--- config.mk ---
export PLATFORM = sky130hd
export DESIGN_NAME = modem_tx_usart
export DESIGN_NICKNAME = d
export VERILOG_FILES = /design/src/modem_tx_pkg.sv /design/src/modem_tx_usart.sv /design/src/tx_scrambler.sv
export VERILOG_INCLUDE_DIRS = /design/src
export SDC_FILE = /design/constraint.sdc
export NUM_CORES = 1
export LEC_CHECK = 0
export ABC_AREA = 1
export ABC_CLOCK_PERIOD_IN_PS = 5300
export BUFFER_PORTS_ARGS = -buffer_cell sky130_fd_sc_hd__buf_2
export CAP_MARGIN = 20
export CORE_UTILIZATION = 45
export DETAILED_ROUTE_END_ITERATION = 16
export PLACE_DENSITY_LB_ADDON = 0.05
export SLEW_MARGIN = 20
export SYNTH_ARGS = -nofsm -noshare
export SYNTH_HDL_FRONTEND = slang
export SYNTH_SLANG_ARGS = --single-unit
export TNS_END_PERCENT = 5
--- constraint.sdc ---
create_clock -name clk -period 5.3 [get_ports clk]
set_clock_uncertainty 0.1 [all_clocks]
set_input_delay 0.53 -clock clk [delete_from_list [all_inputs] [get_ports clk]]
set_output_delay 0.53 -clock clk [all_outputs]
set_load 0.01 [all_outputs]
--- src/modem_tx_defines.svh ---
// Register addresses, field positions, reset values and timing for the transmit USART
`ifndef MODEM_TX_DEFINES_SVH
`define MODEM_TX_DEFINES_SVH

`define ADDR_MODE          8'he2
`define ADDR_TX_NORMAL     8'he3
`define ADDR_TX_SHORT      8'he4
`define ADDR_STATUS        8'he5

`define MODE_RESET         16'h0000
`define MODE_FMT_LSB       0
`define MODE_LEN_LSB       2
`define MODE_PAR_EN        4
`define MODE_PAR_ODD       5
`define MODE_STOP2         6
`define MODE_SCR_EN        7
`define MODE_PSK           8
`define MODE_PAT_LSB       9
`define MODE_PWRSAVE       11

`define STAT_READY         0
`define STAT_UNDER         1

`define BUS_ADDR_BITS      5'd7
`define BUS_BYTE_END       5'd15
`define BUS_WORD_END       5'd23
`define BUS_CNT_MAX        5'd24

`define CLK_HZ             25000000
`define BIT_RATE_BPS       1200
`define BIT_CYCLES         (`CLK_HZ / `BIT_RATE_BPS)
`define SHORT_STOP_EIGHTHS 7
`define SCR_ONES_LIMIT     7'd64
`define SCR_TAP_A          14
`define SCR_TAP_B          17

`endif

--- src/modem_tx_pkg.sv ---
// Types shared by the transmit USART files
`default_nettype none
package modem_tx_pkg;
	typedef enum logic [1:0] {FMT_PATTERN, FMT_ASYNC, FMT_SYNC, FMT_SPARE} fmt_t;
	typedef enum logic [1:0] {PAT_ONES, PAT_ZEROS, PAT_ALT, PAT_SPARE} pattern_t;
	typedef enum logic [2:0] {TX_IDLE, TX_START, TX_DATA, TX_PARITY, TX_STOP} tx_state_t;
endpackage : modem_tx_pkg
`default_nettype wire

--- src/modem_tx_usart.sv ---
// Transmit USART with serial control bus slave and scrambler output stage
`default_nettype none
`include "modem_tx_defines.svh"
module modem_tx_usart
#(
	parameter int BIT_CYCLES = `BIT_CYCLES
)
(
	input  wire logic clk,
	input  wire logic arst_n,
	input  wire logic bus_cs_n,
	input  wire logic bus_sclk,
	input  wire logic bus_cmd,
	output var  logic reply_o,
	output var  logic reply_oe_n,
	output var  logic fsk_bit,
	output var  logic psk_bit,
	output var  logic bit_stb,
	output var  logic standby
);
	localparam int SHORT_CYCLES = (BIT_CYCLES * `SHORT_STOP_EIGHTHS) / 8;

	// Pin synchronisers
	logic [1:0] cs_sync_q;
	logic [1:0] sclk_sync_q;
	logic [1:0] cmd_sync_q;
	logic       sclk_prev_q;
	always_ff @(posedge clk or negedge arst_n)
	begin
		if (!arst_n)
		begin
			cs_sync_q   <= 2'b11;
			sclk_sync_q <= 2'b00;
			cmd_sync_q  <= 2'b00;
			sclk_prev_q <= 1'b0;
		end
		else
		begin
			cs_sync_q   <= {cs_sync_q[0], bus_cs_n};
			sclk_sync_q <= {sclk_sync_q[0], bus_sclk};
			cmd_sync_q  <= {cmd_sync_q[0], bus_cmd};
			sclk_prev_q <= sclk_sync_q[1];
		end
	end

	wire cs_act = !cs_sync_q[1];
	wire s_rise = cs_act && sclk_sync_q[1] && !sclk_prev_q;
	wire s_fall = cs_act && !sclk_sync_q[1] && sclk_prev_q;

	// Control bus slave
	logic [4:0]  bcnt_q;
	logic [15:0] bsh_q;
	logic [7:0]  addr_q;
	logic [7:0]  rsh_q;
	logic        rd_act_q;
	logic        reply_q;
	logic [15:0] mode_q;
	wire  [7:0]  rx_byte   = {bsh_q[6:0], cmd_sync_q[1]};
	wire         addr_done = s_rise && (bcnt_q == `BUS_ADDR_BITS);
	wire  [7:0]  addr_now  = addr_done ? rx_byte : addr_q;
	wire         is_tx     = (addr_q == `ADDR_TX_NORMAL) || (addr_q == `ADDR_TX_SHORT);
	wire         wr_tx     = s_rise && (bcnt_q == `BUS_BYTE_END) && is_tx;
	wire         wr_mode   = s_rise && (bcnt_q == `BUS_WORD_END) && (addr_q == `ADDR_MODE);
	wire         rd_stat   = addr_done && (addr_now == `ADDR_STATUS);

	// Mode fields
	wire                  pwr    = mode_q[`MODE_PWRSAVE];
	wire modem_tx_pkg::fmt_t     fmt = modem_tx_pkg::fmt_t'(mode_q[`MODE_FMT_LSB +: 2]);
	wire modem_tx_pkg::pattern_t pat = modem_tx_pkg::pattern_t'(mode_q[`MODE_PAT_LSB +: 2]);
	wire [1:0]            len    = mode_q[`MODE_LEN_LSB +: 2];
	wire                  psk    = mode_q[`MODE_PSK];
	wire                  is_sync  = (fmt == modem_tx_pkg::FMT_SYNC);
	wire                  is_async = (fmt == modem_tx_pkg::FMT_ASYNC);

	// Transmit state
	modem_tx_pkg::tx_state_t state_q;
	modem_tx_pkg::tx_state_t state_d;
	logic [14:0] tmr_q;
	logic [2:0]  idx_q;
	logic [2:0]  idx_d;
	logic [1:0]  stop_q;
	logic [1:0]  stop_d;
	logic [7:0]  buf_q;
	logic [7:0]  buf_d;
	logic        bshort_q;
	logic        bshort_d;
	logic        line_q;
	logic        line_d;
	logic        last_d;
	logic        take;
	logic        under_set;
	logic        sync_load;
	logic [7:0]  hold_q;
	logic        hold_full_q;
	logic        hold_short_q;
	logic        ready_q;
	logic        under_q;
	wire  [7:0]  status = {6'h00, under_q, ready_q};
	wire         bit_end = !pwr && (tmr_q == 15'h0000);
	wire  [7:0]  dmask  = 8'hff >> (2'd3 - len);
	wire         par    = (^(buf_q & dmask)) ^ mode_q[`MODE_PAR_ODD];
	wire  [2:0]  last_idx = is_sync ? 3'd7 : {1'b1, len};
	wire  [1:0]  nstop  = (mode_q[`MODE_STOP2] ? 2'd2 : 2'd1) - {1'b0, bshort_q && psk};

	always_ff @(posedge clk or negedge arst_n)
	begin
		if (!arst_n)
		begin
			bcnt_q   <= 5'h00;
			bsh_q    <= 16'h0000;
			addr_q   <= 8'h00;
			rsh_q    <= 8'h00;
			rd_act_q <= 1'b0;
			reply_q  <= 1'b0;
			mode_q   <= `MODE_RESET;
		end
		else if (!cs_act)
		begin
			bcnt_q   <= 5'h00;
			rd_act_q <= 1'b0;
		end
		else
		begin
			if (s_rise)
			begin
				bsh_q <= {bsh_q[14:0], cmd_sync_q[1]};
				if (bcnt_q != `BUS_CNT_MAX)
					bcnt_q <= bcnt_q + 5'h01;
			end
			if (addr_done)
				addr_q <= rx_byte;
			if (rd_stat)
			begin
				rsh_q    <= status;
				rd_act_q <= 1'b1;
			end
			else if (s_fall && rd_act_q)
			begin
				reply_q <= rsh_q[7];
				rsh_q   <= {rsh_q[6:0], 1'b0};
			end
			if (wr_mode)
				mode_q <= {bsh_q[14:0], cmd_sync_q[1]};
		end
	end

	// Next bit selection
	always_comb
	begin
		state_d   = state_q;
		idx_d     = idx_q;
		stop_d    = stop_q;
		buf_d     = buf_q;
		bshort_d  = bshort_q;
		line_d    = line_q;
		last_d    = 1'b0;
		take      = 1'b0;
		under_set = 1'b0;
		sync_load = 1'b0;
		if (bit_end)
		begin
			case (state_q)
				modem_tx_pkg::TX_IDLE:
				begin
					if (fmt == modem_tx_pkg::FMT_PATTERN)
						line_d = (pat == modem_tx_pkg::PAT_ZEROS) ? 1'b0 :
							((pat == modem_tx_pkg::PAT_ALT) ? !line_q : 1'b1);
					else if (is_sync)
						sync_load = 1'b1;
					else if (is_async && hold_full_q)
					begin
						take     = 1'b1;
						buf_d    = hold_q;
						bshort_d = hold_short_q;
						state_d  = modem_tx_pkg::TX_START;
						line_d   = 1'b0;
					end
					else
						line_d = 1'b1;
				end
				modem_tx_pkg::TX_START:
				begin
					state_d = modem_tx_pkg::TX_DATA;
					idx_d   = 3'd0;
					line_d  = buf_q[0];
				end
				modem_tx_pkg::TX_DATA:
				begin
					if (idx_q != last_idx)
					begin
						idx_d  = idx_q + 3'd1;
						line_d = buf_q[idx_q + 3'd1];
					end
					else if (is_sync)
						sync_load = 1'b1;
					else if (mode_q[`MODE_PAR_EN])
					begin
						state_d = modem_tx_pkg::TX_PARITY;
						line_d  = par;
					end
					else
						state_d = modem_tx_pkg::TX_PARITY;
				end
				modem_tx_pkg::TX_PARITY, modem_tx_pkg::TX_STOP:
					state_d = modem_tx_pkg::TX_STOP;
				default:
					state_d = modem_tx_pkg::TX_IDLE;
			endcase
			// Parity skipped or stop entry
			if ((state_q == modem_tx_pkg::TX_DATA && state_d == modem_tx_pkg::TX_PARITY
				&& !mode_q[`MODE_PAR_EN]) || state_q == modem_tx_pkg::TX_PARITY)
			begin
				stop_d  = nstop;
				state_d = modem_tx_pkg::TX_STOP;
			end
			else if (state_q == modem_tx_pkg::TX_STOP)
				stop_d = stop_q;
			if (state_d == modem_tx_pkg::TX_STOP)
			begin
				if (stop_d != 2'd0)
				begin
					stop_d = stop_d - 2'd1;
					line_d = 1'b1;
					last_d = bshort_q && !psk && (stop_d == 2'd0);
				end
				else if (hold_full_q)
				begin
					take     = 1'b1;
					buf_d    = hold_q;
					bshort_d = hold_short_q;
					state_d  = modem_tx_pkg::TX_START;
					line_d   = 1'b0;
				end
				else
				begin
					under_set = 1'b1;
					state_d   = modem_tx_pkg::TX_IDLE;
					line_d    = 1'b1;
				end
			end
			if (sync_load)
			begin
				state_d = modem_tx_pkg::TX_DATA;
				idx_d   = 3'd0;
				if (hold_full_q)
				begin
					take   = 1'b1;
					buf_d  = hold_q;
					line_d = hold_q[0];
				end
				else
				begin
					under_set = 1'b1;
					line_d    = buf_q[0];
				end
			end
		end
	end

	always_ff @(posedge clk or negedge arst_n)
	begin
		if (!arst_n)
		begin
			state_q  <= modem_tx_pkg::TX_IDLE;
			tmr_q    <= 15'h0000;
			idx_q    <= 3'd0;
			stop_q   <= 2'd0;
			buf_q    <= 8'h00;
			bshort_q <= 1'b0;
			line_q   <= 1'b1;
		end
		else if (pwr)
		begin
			state_q <= modem_tx_pkg::TX_IDLE;
			tmr_q   <= 15'h0000;
			line_q  <= 1'b1;
		end
		else
		begin
			state_q  <= state_d;
			idx_q    <= idx_d;
			stop_q   <= stop_d;
			buf_q    <= buf_d;
			bshort_q <= bshort_d;
			line_q   <= line_d;
			if (bit_end)
				tmr_q <= last_d ? 15'(SHORT_CYCLES - 1) : 15'(BIT_CYCLES - 1);
			else
				tmr_q <= tmr_q - 15'h0001;
		end
	end

	// Holding register and status flags
	always_ff @(posedge clk or negedge arst_n)
	begin
		if (!arst_n)
		begin
			hold_q       <= 8'h00;
			hold_full_q  <= 1'b0;
			hold_short_q <= 1'b0;
			ready_q      <= 1'b1;
			under_q      <= 1'b0;
		end
		else
		begin
			if (wr_tx)
			begin
				hold_q       <= rx_byte;
				hold_short_q <= (addr_q == `ADDR_TX_SHORT) && is_async;
			end
			hold_full_q <= wr_tx || (hold_full_q && !take);
			ready_q     <= take || (ready_q && !wr_tx);
			under_q     <= under_set || (under_q && !rd_stat);
		end
	end

	// Scrambler and modulator routing
	logic scr_out;
	logic scr_vld;
	logic fsk_q;
	logic psk_q;
	logic stb_q;
	tx_scrambler u_scr
	(
		.clk    (clk),
		.arst_n (arst_n),
		.clr    (pwr),
		.en     (bit_end),
		.scr_en (mode_q[`MODE_SCR_EN]),
		.din    (line_d),
		.dout   (scr_out),
		.vld    (scr_vld)
	);
	always_ff @(posedge clk or negedge arst_n)
	begin
		if (!arst_n)
		begin
			fsk_q <= 1'b1;
			psk_q <= 1'b1;
			stb_q <= 1'b0;
		end
		else
		begin
			fsk_q <= psk ? 1'b1 : scr_out;
			psk_q <= psk ? scr_out : 1'b1;
			stb_q <= scr_vld;
		end
	end

	assign reply_o    = reply_q;
	assign reply_oe_n = !rd_act_q;
	assign fsk_bit    = fsk_q;
	assign psk_bit    = psk_q;
	assign bit_stb    = stb_q;
	assign standby    = pwr;

	AST_READY_SET: assert property (@(posedge clk) disable iff (!arst_n)
		take |=> ready_q) else $error("ready not set on transfer");
	AST_READY_CLR: assert property (@(posedge clk) disable iff (!arst_n)
		wr_tx && !take |=> !ready_q && hold_full_q) else $error("ready not cleared");
	AST_UNDER_SET: assert property (@(posedge clk) disable iff (!arst_n)
		bit_end && sync_load && !hold_full_q |=> under_q) else $error("underflow missed");
	AST_SYNC_RESEND: assert property (@(posedge clk) disable iff (!arst_n)
		sync_load && !hold_full_q |=> buf_q == $past(buf_q) && line_q == buf_q[0])
		else $error("sync resend wrong");
	AST_ASYNC_MARK: assert property (@(posedge clk) disable iff (!arst_n)
		under_set && is_async && !wr_tx |=> line_q && state_q == modem_tx_pkg::TX_IDLE)
		else $error("no mark after underflow");
	AST_START_LOW: assert property (@(posedge clk) disable iff (!arst_n)
		state_q == modem_tx_pkg::TX_START |-> !line_q) else $error("start bit high");
	AST_STOP_HIGH: assert property (@(posedge clk) disable iff (!arst_n)
		state_q == modem_tx_pkg::TX_STOP |-> line_q) else $error("stop bit low");
	AST_SHORT_STOP: assert property (@(posedge clk) disable iff (!arst_n)
		bit_end && last_d |=> tmr_q == 15'(SHORT_CYCLES - 1)) else $error("stop not short");
	AST_STANDBY: assert property (@(posedge clk) disable iff (!arst_n)
		pwr |=> state_q == modem_tx_pkg::TX_IDLE && tmr_q == 15'h0000 && line_q ##1 !stb_q)
		else $error("tx active in standby");
	COV_TAKE:  cover property (@(posedge clk) disable iff (!arst_n) take);
	COV_UNDER: cover property (@(posedge clk) disable iff (!arst_n) under_set && is_async);
	COV_SHORT: cover property (@(posedge clk) disable iff (!arst_n) bit_end && last_d);
	COV_READ:  cover property (@(posedge clk) disable iff (!arst_n) rd_stat);
endmodule : modem_tx_usart
`default_nettype wire

--- src/tx_scrambler.sv ---
// Self-synchronising bit scrambler with long-ones breaker
`default_nettype none
`include "modem_tx_defines.svh"
module tx_scrambler
(
	input  wire logic clk,
	input  wire logic arst_n,
	input  wire logic clr,
	input  wire logic en,
	input  wire logic scr_en,
	input  wire logic din,
	output var  logic dout,
	output var  logic vld
);
	logic [16:0] sr_q;
	logic [6:0]  ones_q;
	logic        dout_q;
	logic        vld_q;
	wire         inv  = scr_en && (ones_q == `SCR_ONES_LIMIT);
	wire         dinx = din ^ inv;
	wire         sout = dinx ^ sr_q[`SCR_TAP_A-1] ^ sr_q[`SCR_TAP_B-1];
	wire  [6:0]  ones_d = (inv || !din) ? 7'h00 :
		((ones_q == `SCR_ONES_LIMIT) ? ones_q : ones_q + 7'h01);

	always_ff @(posedge clk or negedge arst_n)
	begin
		if (!arst_n)
		begin
			sr_q   <= 17'h00000;
			ones_q <= 7'h00;
			dout_q <= 1'b1;
			vld_q  <= 1'b0;
		end
		else if (clr)
		begin
			sr_q   <= 17'h00000;
			ones_q <= 7'h00;
			dout_q <= 1'b1;
			vld_q  <= 1'b0;
		end
		else
		begin
			vld_q <= en;
			if (en)
			begin
				ones_q <= ones_d;
				dout_q <= scr_en ? sout : din;
				if (scr_en)
					sr_q <= {sr_q[15:0], sout};
			end
		end
	end

	assign dout = dout_q;
	assign vld  = vld_q;

	AST_SCR_POLY: assert property (@(posedge clk) disable iff (!arst_n)
		en && scr_en && !clr |=> dout == ($past(din) ^ $past(inv)
			^ $past(sr_q[`SCR_TAP_A-1]) ^ $past(sr_q[`SCR_TAP_B-1])))
		else $error("scrambler output mismatch");
	AST_SCR_BREAK: assert property (@(posedge clk) disable iff (!arst_n)
		scr_en && ones_q == `SCR_ONES_LIMIT && en && !clr |=> ones_q == 7'h00)
		else $error("ones run not broken");
endmodule : tx_scrambler
`default_nettype wire
== Word-level counts from Yosys, hierarchy flattened ==
Cells that the tools add are included.
Word-level totals
  register bits: 127
  input bits: 5
  output and inout port bits: 6
Cells by class
  add/sub/neg operators: 7
  order comparisons: 1
  equality and inequality tests: 22
  shifts and indexed selects: 1
  muxes and demuxes: 105
  bitwise gates (word level): 8
  reductions and logical operators: 64
Operators by type and width (number)
  $mux 8: 12
  $mux 1: 54
  $mux 17: 3
  $mux 3: 15
  $eq 8x8->1 const B: 4
  $mux 15: 2
  $mux 7: 4
  $logic_and 1x1->1: 23
  $logic_not 15->1: 1
  $mux 5: 3
  $sub 15x1->15 const B: 1
  $reduce_and 2->1: 7
  $reduce_bool 2->1: 7
  $mux 13: 1
  $logic_not 1->1: 12
  $mux 2: 6
  $pmux 3 s4: 1
  $eq 3x2->1 const B: 3
  $and 8x8->8: 1
  $reduce_xor 8->1: 1
  $shr 8x2->8 const A: 1
  $add 7x1->7 const B: 1
  $eq 7x7->1 const B: 1
  $eq 3x3->1 const B: 2
  29 further kinds: 42

== Longest topological paths before layout ==
Gate-level depths: netlist of run 1.
  depth in word-level cells: 24
  depth in mapped cells: 26
  depth with buffers taken out: 26

== Cells and area by module ==
A second synthesis of run 1 with hierarchy kept.
Second synthesis, totals
  cells, all modules: 752
  area total of the unflattened synthesis: 6223.5 um^2
By module, submodules not included
  modem_tx_usart: instances 1, cells each 618, area each 5007.3 um^2, sequential area each 2534.9 um^2
  tx_scrambler: instances 1, cells each 134, area each 1216.2 um^2, sequential area each 651.9 um^2

== Worst setup path before layout of run 1 ==
OpenSTA, ideal clock, no wires.
  path kind: reg-to-reg
  start: register tmr_q[0]
  end: register u_scr.ones_q[6]
  library setup time: 0.130 ns
  data arrival time: 2.777 ns
  required time: 5.070 ns
  slack: 2.293 ns
  cell stages (with the launch flop): 25
  buffers on the path: 0
  path through: dfrtp_1 inv_1 ha_1 nand2_1 nor2_1 nand2_1 nor2_2 nand2_1 nor2_1 nand3_2 nor2_2 inv_1 nor2_1 nand2_1 nand2_1 inv_1 ha_1 nand2_1 inv_1 nand2_1 nand2_1 nor3_2 nand3_1 nor3_1 nor3b_2
Between the ends
  longest elaborated chain between the ends: 8
Ends and longest elaborated chain
  start: declaration: line modem_tx_usart.sv:78  | logic [14:0] tmr_q;
  start signal: assignment: line modem_tx_usart.sv:287  | tmr_q <= last_d ? 15'(SHORT_CYCLES - 1) : 15'(BIT_CYCLES - 1);
  start signal: assignment: line modem_tx_usart.sv:289  | tmr_q <= tmr_q - 15'h0001;
  $logic_not 15->1 *: line modem_tx_usart.sv:99  | wire bit_end = !pwr && (tmr_q == 15'h0000);
  $logic_and 1x1->1 *: line modem_tx_usart.sv:99
  $mux 1: line modem_tx_usart.sv:160  | if (bit_end)
  $logic_not 1->1: line tx_scrambler.sv:22  | wire [6:0] ones_d = (inv || !din) ? 7'h00 :
  $logic_or 1x1->1: line tx_scrambler.sv:22
  $mux 7: line tx_scrambler.sv:22
  $mux 7: line tx_scrambler.sv:44  | if (en)
  $mux 7: line tx_scrambler.sv:34  | else if (clr)
  end signal: assignment: line tx_scrambler.sv:46  | ones_q <= ones_d;
  end: declaration: line tx_scrambler.sv:16  | logic [6:0] ones_q;
Mark *: on every way between the ends. The rest lies on a longest branch, timed or not. The select of a mux whose other input is x is not followed.
A chain may end at the register's enable or synchronous reset.

== Worst setup path after layout of run 1 ==
  start: register mode_q[11]
  end: register u_scr.ones_q[6]
Between the ends
  longest elaborated chain between the ends: 8
Ends and longest elaborated chain
  start: declaration: line modem_tx_usart.sv:57  | logic [15:0] mode_q;
  start signal: assignment: line modem_tx_usart.sv:115  | mode_q <= `MODE_RESET;
  start signal: assignment: line modem_tx_usart.sv:143  | mode_q <= {bsh_q[14:0], cmd_sync_q[1]};
  $logic_not 1->1: line modem_tx_usart.sv:99
  $logic_and 1x1->1: line modem_tx_usart.sv:99
  $mux 1: line modem_tx_usart.sv:160
  $logic_not 1->1: line tx_scrambler.sv:22
  $logic_or 1x1->1: line tx_scrambler.sv:22
  $mux 7: line tx_scrambler.sv:22
  $mux 7: line tx_scrambler.sv:44
  $mux 7: line tx_scrambler.sv:34
Parallel ways exist; a longest one is shown, timed or not. The select of a mux whose other input is x is not followed.

==> impl_metrics.csv, run 1 <==
group,metric,value,unit
status,outcome,"completed",
die,pin_count,11,
detailed_routing,drtIter0Drc,302,
timing,max_freq,272,MHz
timing,setup_viol,0,
detailed_routing,routed_wirelength,12700,um
global_routing,grt_pass1_wl,22700,um
worst_setup_path,r2r_cells,15,
die,num_rows,42,
detailed_routing,drc_errors,0,
synth,postSynthAreaPerCell,8.40,sq um
worst_hold_path,hold_class,"input pin to async pin",
timing,timing.final.crit_share,0.694,
global_routing,grt_pass1_vias,4654,
final_layout,seq_area,3190,sq um
synth,netlist.area_leader.share,0.491,
place,hpwlAfterDp,8830,um
detailed_routing,wl_per_cell,13.6,um
final_layout,diodes,0,
worst_setup_path,end_kind,"flip-flop",
final_layout,syn_to_final_growth,13.8,%
pwr,p_per_area,331,nW/um^2
pwr,vdd_drop_max,0.244,mV
worst_setup_path,path_class,"flip-flop to flip-flop",
worst_setup_path,critPathRequiredTime,5490,ps
timing,setup_slack,1620,ps
final_layout,layout-drive-gt1-share,0.122,
die,core,13200,sq um
global_routing,grt_overflow,0,
worst_setup_path,start_kind,"flip-flop",
timing,rsz0062_at_grt,"false",
detailed_routing,wl_met1,6500,um
cts,clock-sinks,127,
place,gp_congestion,0.874,
detailed_routing,met3_length,356,um
cts,post_cts_resized,0,
cts,cts_buffers,17,
synth,synth-seq-area-share,0.521,
place,post_dp_cell_area,6310,sq um
final_layout,fillers,1269,
final_layout,multi_input_area,2460,sq um
die,die_y,119,um
timing,finalCriticalPeriod,3680,ps
global_routing,track_usage,0.204,
cts,cts_setup_buffers,0,
detailed_routing,dr_wl_met2,5560,um
detailed_routing,vias,4689,
die,dieArea,14100,sq um
timing,final.setup.tns,0,ps
die,die_w,119,um
place,dp_cells,898,
synth,synth_area_leader_cell,"dfrtp_1",
worst_setup_path,critPathMaxFanout,22,
final_layout,final_cells,930,
synth,syn_area,6120,sq um
final_layout,post-route-cell-area,6960,sq um
synth,synth-warning-count,0,
cts,cts-root-buf,"clkbuf_16",
global_routing,antenna_found_initial,0,
final_layout,nNetsFinal,755,
detailed_routing,dr.pass1.iters,4,
cts,clk_pin_slew,60,ps
synth,synth_cells,728,
cts,clk_latency,420,ps
synth,synth_cell_types,43,
synth,syn-num-nets,742,
cts,htree_levels,4,
worst_setup_path,worst_ep_arrival_time,3870,ps
cts,cts_tree,"done",
timing,slew_headroom,0.432,
pwr,leakagePower,3.33,nW
timing,finalMaxSlewViolations,0,
cts,hold_buffers,0,
detailed_routing,postRouteAntennaNets,0,
place,place_ws,1660,ps
synth,synth_seq_cells,127,
detailed_routing,top_layer,"met4",
cts,clk_path_buf_depth,2,
final_layout,fin_util,0.526,
synth,synth_area_leaders,"dfrtp_1, nand2_1, o21ai_0",
global_routing,grt_max_degree,83,
timing,worst_pin_slew,849,ps
detailed_routing,vias_per_cell,5.04,
flow_run,maxCapViolCount,0,
die,start_util,0.462,
place,portBuffers,10,
timing,final_hold_viol_count,0,
## worst paths after layout
path,from,endpoint,slack (ps)
max,mode_q[11]$_DFFE_PN0P_,u_scr.ones_q[6]$_DFFE_PN0P_,1620
min,arst_n,bit_stb$_DFF_PN0_,30
max reg2reg,mode_q[11]$_DFFE_PN0P_,u_scr.ones_q[6]$_DFFE_PN0P_,1620
min reg2reg,u_scr.vld$_DFF_PN0_,bit_stb$_DFF_PN0_,250
max in group asynchronous,arst_n,bsh_q[6]$_DFFE_PN0P_,3970
min in group clk,bus_cs_n,cs_sync_q[0]$_DFF_PN1_,110
## per-stage QoR
step / hold slack [ps] / total power, mW
2_1_floorplan: 134 / 1.04
3_3_place_gp: 236 / 1.08
3_5_place_dp: 235 / 1.08
4_1_cts: 88.2 / 2.34
5_1_grt: 89.1 / 2.39
6_report: 34.4 / 2.31
## critical path, cell delays in order, from the launching register on
cell	delay, ps
dfrtp_1	530
inv_1	580
nand4_1	630
mux2i_1	340
inv_1	80
nand2_1	90
inv_1	40
ha_1	160
nand2_1	70
inv_1	100
nand2_1	70
nand2_1	110
nor3_2	240
nand3_1	150
nor3_1	200
nor3b_2	60
## cells in the mapped netlist, drive strengths merged
cell and n:
a211oi 2, clkinv 1, dfstp 7, a32o 1, inv 102, o22ai 12, nor4 4, o211ai 4
nand3 60, xnor2 7, nand4 10, a2111oi 1, nor3b 4, nand3b 1, or2 1, ha 9
xor2 12, o21ai 74, mux2i 1, o41ai 1, nor2 45, o31ai 1, nand2 191, nor3 16
clkbuf 12, buf 5, dfrtp 120, o2111a 1, a31oi 1, a21oi 22
## sequential cells by signal (all words and copies together), names as in the netlist, 7 cells and up
signal        cells
u_scr.sr_q       17
tmr_q            15
mode_q           12
bsh_q            11
addr_q            8
buf_q             8
hold_q            8
rsh_q             8
u_scr.ones_q      7
## kinds of logic after synthesis
kind of cell | share of synthesized area
AOI/OAI and AO/OA | 0.109
xor gates and xnor gates | 0.0272
adders and majority gates | 0.0184
buffers and inverters | 0.0767
DFF | 0.521
muxes | 0.00164
and+or+nand+nor | 0.246
## per-layer routing
layer	global-route usage	vias to the layer above
met1	0.282	2218
met2	0.309	51
met5	0	-
met3	0.0497	20
li1	-	2400
met4	0.0815	0
## area by class of cell
cell class / instances / area share
timing repair buffer: 11 / 0.00917
multi-input combinational: 481 / 0.354
sequential: 127 / 0.458
inverter: 103 / 0.0556
clock inverter: 13 / 0.0268
tap: 176 / 0.0316
clock buffer: 19 / 0.0651
## cell usage in the layout (no fill, tap or decap), types with 9 or more instances in the layout
cell type	instances
inv_1	87
nor2_1	37
nor3_1	13
nand4_1	9
inv_2	15
a21oi_1	20
o22ai_1	12
dfrtp_1	120
nand2_1	182
clkbuf_16	17
buf_2	9
ha_1	9
xor2_1	12
o21ai_0	67
nand3_1	58
## where the power goes
part	internal (mW)	switching [mW]	total (mW)
Clock	0.812	0.436	1.25
Combinational	0.0100	0.0462	0.0562
Sequential	0.989	0.0132	1.00
No activity file was read; power rests on OpenSTA's default activity.
==> run 2, diff against run 1 <==
ABC_CLOCK_PERIOD_IN_PS = 3600   (was 5300)
clock period = 3.6 ns   (was 5.3 ns; I/O delays follow)
==> impl_metrics.csv, run 2 (same netlist as run 1, synthesis figures left out) <==
group,metric,value,unit
timing,worst_pin_slew,877,ps
die,die_w,119,um
final_layout,layout-drive-gt1-share,0.138,
pwr,p_comb_frac,0.025,
pwr,leakagePower,3.43,nW
pwr,p_per_area,490,nW/um^2
place,portBuffers,10,
die,start_util,0.462,
timing,timing.final.crit_share,0.911,
timing,setup_slack,319,ps
final_layout,nNetsFinal,768,
final_layout,layout_commonest_cell,"nand2_1",
pwr,clkPwrFrac,0.553,
worst_setup_path,path_class,"flip-flop to flip-flop",
global_routing,grt_pass1_wl,22300,um
pwr,vdd_drop_max,0.499,mV
worst_setup_path,critPathTopFamily,"simple AND/OR/NAND/NOR gates",
cts,htree_levels,4,
worst_setup_path,critical-path-slowest-cell,"dfrtp_1",
cts,clock-sinks,127,
place,gp_congestion,0.822,
detailed_routing,routed_wirelength,13100,um
global_routing,antenna_found_initial,0,
timing,finalMaxSlewViolations,0,
timing,final_hold_viol_count,0,
final_layout,final_cells,943,
final_layout,final_cell_mix,"nand2_1, dfrtp_1, inv_1, o21ai_0, nand3_1",
place,hpwlAfterDp,9090,um
worst_setup_path,worst_ep_arrival_time,3520,ps
die,num_rows,42,
final_layout,reg_top3,"u_scr.sr_q (17), tmr_q (15), mode_q (12)",
die,core,13200,sq um
cts,cts-root-buf,"clkbuf_16",
die,pin_count,11,
worst_setup_path,critPathMaxFanout,5,
worst_setup_path,slowest_delay,380,ps
detailed_routing,vias,4806,
timing,max_freq,305,MHz
place,place_ws,167,ps
worst_setup_path,start_kind,"flip-flop",
detailed_routing,drc_errors,0,
global_routing,grt_pass1_vias,4636,
detailed_routing,dr.pass1.iters,4,
worst_setup_path,cp_common_cell,"nand2_1",
final_layout,diodes,0,
worst_setup_path,critPathRequiredTime,3840,ps
detailed_routing,wl_per_cell,13.8,um
final_layout,largest_reg_flops,17,
global_routing,track_usage,0.202,
worst_setup_path,end_kind,"flip-flop",
pwr,switching_share,0.208,
timing,slew_headroom,0.413,
final_layout,syn_to_final_growth,16.8,%
worst_hold_path,hold_class,"flip-flop to flip-flop",
die,dieArea,14100,sq um
place,dp_cells,904,
pwr,power_switching,0.728,mW
die,die_y,119,um
pwr,p_int,2.77,mW
pwr,seqPwrFrac,0.422,
status,outcome,"completed",
worst_setup_path,reg2reg_slack,320,ps
timing,final.setup.tns,0,ps
final_layout,fillers,1262,
worst_setup_path,worstPathCellList,"inv_1 > ha_1 > nand2_1 > nor2_2 > nand2_1 > nor2_4 > nand2_1 > nor2_1 > nand3_2 > nor2_4 > inv_2 > nor2_2 > nand2_1 > nand2_1 > inv_1 > ha_1 > nand2_1 > inv_1 > nand2_1 > nand2_2 > nor3_4 > nand3_2 > o21ai_1 > nor3b_2",
timing,setup_viol,0,
detailed_routing,drtIter0Drc,274,
global_routing,grt_overflow,0,
final_layout,largest_register,"u_scr.sr_q",
worst_setup_path,worstPathBufferInverterCount,4,
cts,cts_buffers,17,
cts,cts_tree,"done",
detailed_routing,postRouteAntennaNets,0,
cts,clk_latency,420,ps
cts,clk_pin_slew,60,ps
detailed_routing,vias_per_cell,5.10,
timing,finalCriticalPeriod,3280,ps
cts,clk_path_buf_depth,2,
global_routing,grt_max_degree,70,
flow_run,maxCapViolCount,0,
-- run 2: cell count changes in the layout (fill, tap and decap cells not counted), moves of 2 or more --
cell	delta
clkinvlp_4	-3
dlygate4sd3_1	+4
nor2_4	+2
nor2_1	-2
buf_4	+9
clkinv_2	-2
inv_6	+2
-- run 2: final timing paths --
path,start,to,cells after the start
max in group asynchronous,arst_n,cs_sync_q[0]$_DFF_PN1_,3
min,u_scr.vld$_DFF_PN0_,bit_stb$_DFF_PN0_,0
min reg2reg,u_scr.vld$_DFF_PN0_,bit_stb$_DFF_PN0_,0
min in group asynchronous,arst_n,idx_q[0]$_DFFE_PN0P_,2
max reg2reg,tmr_q[0]$_DFF_PN0_,u_scr.ones_q[6]$_DFFE_PN0P_,24
max,tmr_q[0]$_DFF_PN0_,u_scr.ones_q[6]$_DFFE_PN0P_,24
-- run 2: power by group through the flow --
stage | sequential (mW) | combinational [mW] | clock, mW
finish | 1.48 | 0.0869 | 1.93
detailed placement | 1.50 | 0.0874 | 0
floorplan | 1.50 | 0.0333 | 0
CTS | 1.48 | 0.0912 | 1.98
global placement | 1.50 | 0.0858 | 0
global route | 1.48 | 0.102 | 2.04
-- run 2: layout make-up --
class                      instances  area [sq um]  area share
timing repair buffer              24           180      0.0252
clock buffer                      21           470      0.0659
multi-input combinational        481          2500       0.350
sequential                       127          3190       0.446
inverter                         103           387      0.0541
clock inverter                    11           201      0.0282
tap                              176           220      0.0308
-- run 2: routing by layer --
layer	share of wire	track usage	up-vias
met3	0.036	0.0521	15
li1	-	-	2432
met4	0.011	0.0657	0
met5	0	0	-
met1	0.49	0.275	2281
met2	0.47	0.317	78
-- run 2: stage by stage --
stage,power (mW),util,hold slack (ps),area (sq um)
after floorplan,1.53,-,-35.6,6120
after global placement,1.59,0.481,234,6370
after detailed placement,1.59,0.481,237,6370
after global routing,3.63,0.539,262,7140
final,3.50,0.539,248,7140
after CTS,3.54,0.535,250,7080
-- run 2: worst register-to-register path: cells and delay by family (launching register included) --
family                   cells  cell delay, ps
AO/OA/AOI/OAI                1             150
AND/OR/NAND/NOR             17            1960
adder cells (fa/ha/maj)      2             350
flip-flops                   1             380
buffers and inverters        4             280
-- run 2: timing repair --
action	CTS	global route
setup endpoints to repair	0	5
hold endpoints to repair	57	0
setup buffers	0	3
resized for setup	0	9
hold buffers	4	0
